### src/core/i2cam_pkg.sv
`default_nettype none
package i2cam_pkg;
  // ----------------------------------------
  // Register map
  // ----------------------------------------
  localparam int ADDR_W = 4;
  localparam logic [3:0] OFS_MASK = 4'h0;
  localparam logic [3:0] OFS_OWN = 4'h1;
  localparam logic [3:0] OFS_CTRL = 4'h2;
  localparam logic [3:0] OFS_STAT = 4'h3;
  // ----------------------------------------
  // Field layout
  // ----------------------------------------
  localparam int MASK_W = 10;
  localparam int REG_W = 16;
  localparam int CTRL_SLAVE_BIT = 0;
  localparam int CTRL_TEN_BIT = 1;
  localparam int STAT_MATCH_BIT = 0;
  localparam logic [9:0] MASK_RST = 10'h000;
  localparam logic [9:0] OWN_RST = 10'h000;
  localparam logic [15:0] READ_ZERO = 16'h0000;
  // ----------------------------------------
  // Control field and compare widths
  // ----------------------------------------
  localparam int CTRL_W = 2;
  localparam logic [1:0] CTRL_RST = 2'h0;
  localparam logic [9:0] WIDTH_TEN = 10'h3ff;
  localparam logic [9:0] WIDTH_SEVEN = 10'h07f;
endpackage
`default_nettype wire

### src/core/i2cam_core.sv
// Summary of operation
// - Mask used only in slave address compare
// - Ten mask bits align with address bits
// - Set mask bit ignores that address bit
// - Clear mask bit requires exact bit match within the compared width
// - Mask bits fifteen to ten read zero
//
// The address map and strobed register access were decided locally.
`default_nettype none
module i2cam_core #(
  parameter int ADDR_W = i2cam_pkg::ADDR_W,
  parameter int REG_W = i2cam_pkg::REG_W,
  parameter int MASK_W = i2cam_pkg::MASK_W
) (
  input wire logic refClk,
  input wire logic rst,
  input wire logic [ADDR_W-1:0] regAddr,
  input wire logic [REG_W-1:0] regWrData,
  input wire logic regWr,
  input wire logic regRd,
  output logic [REG_W-1:0] regRdData,
  input wire logic addrValid,
  input wire logic [MASK_W-1:0] rxAddr,
  output logic addrMatch,
  output logic matchValid
);
  // ----------------------------------------
  // Helper functions
  // ----------------------------------------

  // Index compare shared by write decode and readback select
  function automatic logic isReg(
    input logic [ADDR_W-1:0] idx,
    input logic [3:0] ofs
  );
    isReg = (idx == ADDR_W'(ofs));
  endfunction

  // Field placed in low bits, upper bits forced to zero
  // Keeps unimplemented bits reading zero without extra muxing
  function automatic logic [REG_W-1:0] toWord(
    input logic [MASK_W-1:0] field
  );
    logic [REG_W-1:0] word;
    word = REG_W'(i2cam_pkg::READ_ZERO);
    word[MASK_W-1:0] = field;
    toWord = word;
  endfunction

  // ----------------------------------------
  // Storage
  // ----------------------------------------

  // Mask and own address kept apart so software can range-select
  logic [MASK_W-1:0] maskFf;
  logic [MASK_W-1:0] ownFf;
  logic [i2cam_pkg::CTRL_W-1:0] ctrlFf;
  logic matchStickyFf;

  // ----------------------------------------
  // Register decode
  // ----------------------------------------

  // One select per register, reused for writes and reads
  wire logic selMask = isReg(regAddr, i2cam_pkg::OFS_MASK);
  wire logic selOwn = isReg(regAddr, i2cam_pkg::OFS_OWN);
  wire logic selCtrl = isReg(regAddr, i2cam_pkg::OFS_CTRL);
  wire logic selStat = isReg(regAddr, i2cam_pkg::OFS_STAT);

  // Write strobes; unmapped indices fall through and are ignored
  wire logic wrMask = regWr && selMask;
  wire logic wrOwn = regWr && selOwn;
  wire logic wrCtrl = regWr && selCtrl;
  wire logic wrStat = regWr && selStat;

  // Control fields
  wire logic slaveMode = ctrlFf[i2cam_pkg::CTRL_SLAVE_BIT];
  wire logic tenBit = ctrlFf[i2cam_pkg::CTRL_TEN_BIT];

  // ----------------------------------------
  // Address compare
  // ----------------------------------------

  // Seven-bit mode compares low seven bits only
  wire logic [MASK_W-1:0] widthTen = MASK_W'(i2cam_pkg::WIDTH_TEN);
  wire logic [MASK_W-1:0] widthSeven = MASK_W'(i2cam_pkg::WIDTH_SEVEN);
  wire logic [MASK_W-1:0] widthSel = tenBit ? widthTen : widthSeven;

  // Masked bits dropped from compare; unmasked must equal own address
  wire logic [MASK_W-1:0] careBits = ~maskFf & widthSel;

  // Per-bit verdict; a bit outside the care set always passes
  logic [MASK_W-1:0] bitOk;
  for (genvar g = 0; g < MASK_W; g++) begin : gBit
    assign bitOk[g] = !careBits[g] || (rxAddr[g] == ownFf[g]);
  end

  // All positions must pass for a hit
  wire logic hit = &bitOk;

  // Outside slave mode nothing is matched, mask irrelevant
  wire logic nxtMatch = addrValid && slaveMode && hit;

  // Sticky flag: a new hit beats a software clear in the same cycle
  wire logic nxtSticky = nxtMatch || (matchStickyFf && !wrStat);

  // ----------------------------------------
  // Readback select
  // ----------------------------------------

  // Unused upper bits come back zero through toWord
  wire logic [REG_W-1:0] rdMask = toWord(maskFf);
  wire logic [REG_W-1:0] rdOwn = toWord(ownFf);
  wire logic [REG_W-1:0] rdCtrl = toWord(MASK_W'(ctrlFf));
  wire logic [REG_W-1:0] rdStat = toWord(MASK_W'(matchStickyFf));
  wire logic [REG_W-1:0] rdZero = REG_W'(i2cam_pkg::READ_ZERO);

  // Priority order does not matter: selects are exclusive
  wire logic [REG_W-1:0] nxtRd =
    selMask ? rdMask :
    selOwn ? rdOwn :
    selCtrl ? rdCtrl :
    selStat ? rdStat :
    rdZero;

  // Bus shows zero outside the answer cycle
  wire logic [REG_W-1:0] nxtRdData = regRd ? nxtRd : rdZero;

  // ----------------------------------------
  // Registers
  // ----------------------------------------

  // Mask register
  always_ff @(posedge refClk) begin
    if (rst) begin
      maskFf <= MASK_W'(i2cam_pkg::MASK_RST);
    end else if (wrMask) begin
      maskFf <= regWrData[MASK_W-1:0];
    end
  end

  // Own slave address
  always_ff @(posedge refClk) begin
    if (rst) begin
      ownFf <= MASK_W'(i2cam_pkg::OWN_RST);
    end else if (wrOwn) begin
      ownFf <= regWrData[MASK_W-1:0];
    end
  end

  // Mode control
  always_ff @(posedge refClk) begin
    if (rst) begin
      ctrlFf <= i2cam_pkg::CTRL_RST;
    end else if (wrCtrl) begin
      ctrlFf <= regWrData[i2cam_pkg::CTRL_W-1:0];
    end
  end

  // Compare result, one cycle after the request
  always_ff @(posedge refClk) begin
    if (rst) begin
      addrMatch <= 1'b0;
      matchValid <= 1'b0;
    end else begin
      addrMatch <= nxtMatch;
      matchValid <= addrValid;
    end
  end

  // Sticky match status
  always_ff @(posedge refClk) begin
    if (rst) begin
      matchStickyFf <= 1'b0;
    end else begin
      matchStickyFf <= nxtSticky;
    end
  end

  // Read data, registered so the output comes from a flip-flop
  always_ff @(posedge refClk) begin
    if (rst) begin
      regRdData <= rdZero;
    end else begin
      regRdData <= nxtRdData;
    end
  end

  // ----------------------------------------
  // Limitations
  // ----------------------------------------
  // The compare expects rxAddr already settled in the refClk domain;
  // bit-level bus sampling and start or stop detection sit upstream.
  // Status has one bit only; software clears it with any write, unless a hit lands in the same cycle.
  // Mask writes take effect on the next compare, never mid-request.
  // Seven-bit mode keeps the upper mask bits stored but unused,
  // so a later switch to ten-bit mode honours them again.
  // Reading an unmapped index is harmless and returns zero.
  // Back to back requests are fine: every stage is one cycle deep.
  // A request in the reset release cycle is taken normally.
  // The own address resets to zero, matching nothing sensible,
  // so software must program it before enabling slave mode.
  // The mask resets to zero: every address bit within the compared width is compared.
  // Control resets to zero: slave mode off, seven-bit mode.
  // No interrupt leaves this block; status is polled.
  // No clock enable: compare, status and read flip-flops update every edge; mask, own and control load only on writes.
  // Widths follow the parameters; defaults give ten address bits.
  // Changing MASK_W beyond the bus width is not supported.
  // ADDR_W must hold every register offset used above.
  // The read answer always stands for exactly one cycle.
  // Compare answers also stand one cycle only.
  // Nothing here drives a pin directly.
  // ----------------------------------------
endmodule
`default_nettype wire

### config.mk
export PLATFORM = sky130hd
export DESIGN_NAME = i2cam_core
export DESIGN_NICKNAME = d
export VERILOG_FILES = /design/src/core/i2cam_pkg.sv /design/src/core/i2cam_core.sv
export SDC_FILE = /design/constraint.sdc
export NUM_CORES = 1
export LEC_CHECK = 0
export BUFFER_PORTS_ARGS = -buffer_cell sky130_fd_sc_hd__buf_2
export CORE_MARGIN = 4
export CORE_UTILIZATION = 52
export DETAILED_ROUTE_END_ITERATION = 8
export PLACE_DENSITY = 0.83
export SYNTH_ARGS = -nofsm -noshare
export SYNTH_HDL_FRONTEND = slang
export SYNTH_SLANG_ARGS = --single-unit
### constraint.sdc
create_clock -name refClk -period 2.7 [get_ports refClk]
set_input_delay 0.675 -clock refClk [delete_from_list [all_inputs] [get_ports refClk]]
set_output_delay 0.675 -clock refClk [all_outputs]
set_load 0.05 [all_outputs]
==> impl_metrics.tcl <==
set metrics [dict create \
    status "finished, final reports clean" \
    drc 0 \
    cts_tree "yes" \
    clkPwrFrac_pct 33.6 \
    ys_types 31 \
    p_sw_share_pct 24.3 \
    synth_enable_flop_cells 0 \
    combPwrFrac_pct 10.2 \
    slowest_delay_ns 0.54 \
    ys_ff_latch 35 \
    port_buffers 40 \
    cp.required_ns 2.96 \
    fin_tns_setup_ns 0 \
    synth_ff_type "dfxtp_1" \
    ir_drop_mv 0.442 \
    cellLeakagePower_uw 0.000683 \
    clock_sinks 35 \
    dpl_worst_slack_ns 0.586 \
    root_buffer "clkbuf_4" \
    maxCapViolations 0 \
    p_int_uw 707 \
    clock.fmax_mhz 566 \
    setup_ws_ns 0.933 \
    tightestPinTransition_ns 0.567 \
    rsz0062_at_grt "false" \
    post_cts_resized 0 \
    finalPower_uw 934 \
    core_sq_um 2760 \
    vias 1306 \
    async_flop_share_pct 0 \
    finalMaxSlewViolations 0 \
    grt_use_total_pct 18.7 \
    detail-route-antenna-nets 0 \
    clock_latency_ns 0.33 \
    antenna_found_initial 0 \
    cts_buffers 5 \
    crit_fanout 10 \
    crit_path_end_kind "flip-flop" \
    finalCritPeriodShare_pct 65.5 \
    crit_type "in2reg" \
    syn-instance-count 172 \
    synth.avg_cell_area_sq_um 8.66 \
    syn_area_sq_um 1490 \
    placed_cell_area_sq_um 1670 \
    wl_per_cell_um 13.3 \
    seqPwrFrac_pct 56.2 \
    hold_path.class "reg2reg" \
    path_clk_slew_ns 0.10 \
    multiInputGateArea_sq_um 704 \
    clock_skew_ns 0.00604 \
    die-area_sq_um 3790 \
    die_w_um 61.5 \
    use_met1_pct 23.4 \
    p_sw_uw 227 \
    cts-htree-levels 2 \
    grt_pass1_vias 1125 \
    grt_use_met3_pct 6.50 \
    seqCellArea_sq_um 701 \
    area_growth_pct 16.7 \
    postCtsHoldBufs 0 \
    fillers 234 \
    first_pass_iters 4 \
    hold_ws_ns 0.481 \
    die-height_um 61.5 \
    vias_per_cell 5.35 \
    met2_usage_pct 30.2 \
    rows 19 \
    dpl.hpwl_um 2390 \
    hold_viol_final 0 \
    place.gp.congestion 0.803 \
    num_antenna_cells 0 \
    cp_data_arrival_time_ns 2.03 \
    synth_seq_area_share_pct 47.0 \
    num_io_pins 53 \
    post_cts_buffers 0 \
    first_iter_violations 36 \
    grt.busiest_layer "met2" \
    maxSlewHeadroom_pct 61.9 \
    initial_core_util_pct 54.0 \
    ys_warn_count 0 \
    startpoint_type "input pin" \
    min_period_ns 1.77 \
    grt_pass1_wl_um 5090 \
    crit_chain "buf_2 > nor4_1 > and2_1 > nand2_1 > a21oi_1" \
    critPathSlowestCell "nor4_1" \
    power.density_nw_per_um2 537 \
    setup_violations 0 \
    drt_wl_total_um 3250 \
    finalNetCount 247 \
    cts_buffer_depth 2 \
    post-route-cell-area_sq_um 1740 \
    overflow 0 \
    layout-drive-gt1-share_pct 25.4 \
    grt_max_degree 26 \
]
## registers in the layout, summed over array words and instances, names as in the netlist
name	count
addrMatch	1
ctrlFf	2
maskFf	10
matchStickyFf	1
matchValid	1
ownFf	10
regRdData	10
## synthesized netlist by cell type (all sizes together), types with 2 or more instances
| library cell | number | area share [%] |
|---|---|---|
| dfxtp | 35 | 47 |
| nand2 | 34 | 8.7 |
| a21oi | 22 | 7.4 |
| nor2 | 12 | 3.0 |
| buf | 10 | 5.2 |
| nand3 | 10 | 3.4 |
| xnor2 | 9 | 5.3 |
| a22oi | 8 | 4.0 |
| clkbuf | 4 | 1.0 |
| o22ai | 4 | 1.7 |
| inv | 3 | 0.76 |
| and2 | 2 | 0.84 |
| mux2i | 2 | 1.3 |
| nand2b | 2 | 0.84 |
| nor4 | 2 | 0.84 |
## power by group through the flow
stage / registers, uW / clock network, uW / logic (uW)
final: 525 / 313 / 95.6
after detailed placement: 537 / 0 / 95.4
after global routing: 526 / 342 / 104
after global placement: 537 / 0 / 94.9
after CTS: 525 / 316 / 95.7
after floorplan: 540 / 0 / 62.8
## path summary, 6_finish.rpt
kind / startpoint / to / slack, ns / cells after the start
worst max-delay path: regAddr[3] / maskFf[0]$_SDFFE_PP0P_ / 0.93 / 5
worst min register to register: maskFf[7]$_SDFFE_PP0P_ / maskFf[7]$_SDFFE_PP0P_ / 0.48 / 2
worst max register to register: ownFf[2]$_SDFFE_PP0P_ / addrMatch$_SDFF_PP0_ / 1.46 / 4
worst min-delay path: maskFf[7]$_SDFFE_PP0P_ / maskFf[7]$_SDFFE_PP0P_ / 0.48 / 2
## critical path: cells and delay by family
family | cells | cell delay (ns)
AO/OA/AOI/OAI | 1 | 0.13
buffers and inverters | 1 | 0.13
AND/OR/NAND/NOR | 3 | 1.10
## kinds of logic after synthesis
| group | count (synthesis) | synth area share, % |
|---|---|---|
| buffers and inverters | 17 | 6.97 |
| multiplexers | 3 | 3.11 |
| AO/OA/AOI/OAI | 38 | 15.0 |
| AND/OR/NAND/NOR | 68 | 21.7 |
| other | 1 | 0.252 |
| XOR/XNOR | 10 | 5.88 |
| flip-flops | 35 | 47.0 |
## cell usage in the layout, fill, tap and decap left out, types with 2 or more instances in the layout
| cell | n |
|---|---|
| nor4_1 | 2 |
| dfxtp_1 | 35 |
| nand2b_1 | 2 |
| nor2_1 | 12 |
| and2_1 | 2 |
| xnor2_1 | 9 |
| mux2i_1 | 2 |
| clkbuf_4 | 5 |
| inv_1 | 3 |
| clkbuf_8 | 2 |
| nand3_1 | 10 |
| nand2_1 | 33 |
| conb_1 | 6 |
| buf_4 | 2 |
| o22ai_1 | 4 |
| a22oi_1 | 8 |
| a21oi_1 | 22 |
| buf_2 | 40 |
## stage by stage
| step | util, % | cells |
|---|---|---|
| after floorplan | - | 177 |
| after global placement | 60.6 | 236 |
| after detailed placement | 60.6 | 236 |
| after CTS | 63.1 | 244 |
| after global routing | 63.1 | 244 |
| final | 63.1 | 244 |
## cell type report
cell class | instances | share of cell area, %
inverters | 3 | 0.647
flip-flops and latches | 35 | 40.3
clock buffers | 8 | 3.96
repair buffers | 42 | 12.4
well taps | 31 | 2.23
multi-input cells | 125 | 40.5
## per-layer routing
layer,wire length [um],up-vias
li1,-,657
met1,1410,608
met2,1570,39
met3,234,2
met4,28,0
met5,0,-
No activity file was read; power rests on OpenSTA's default activity.
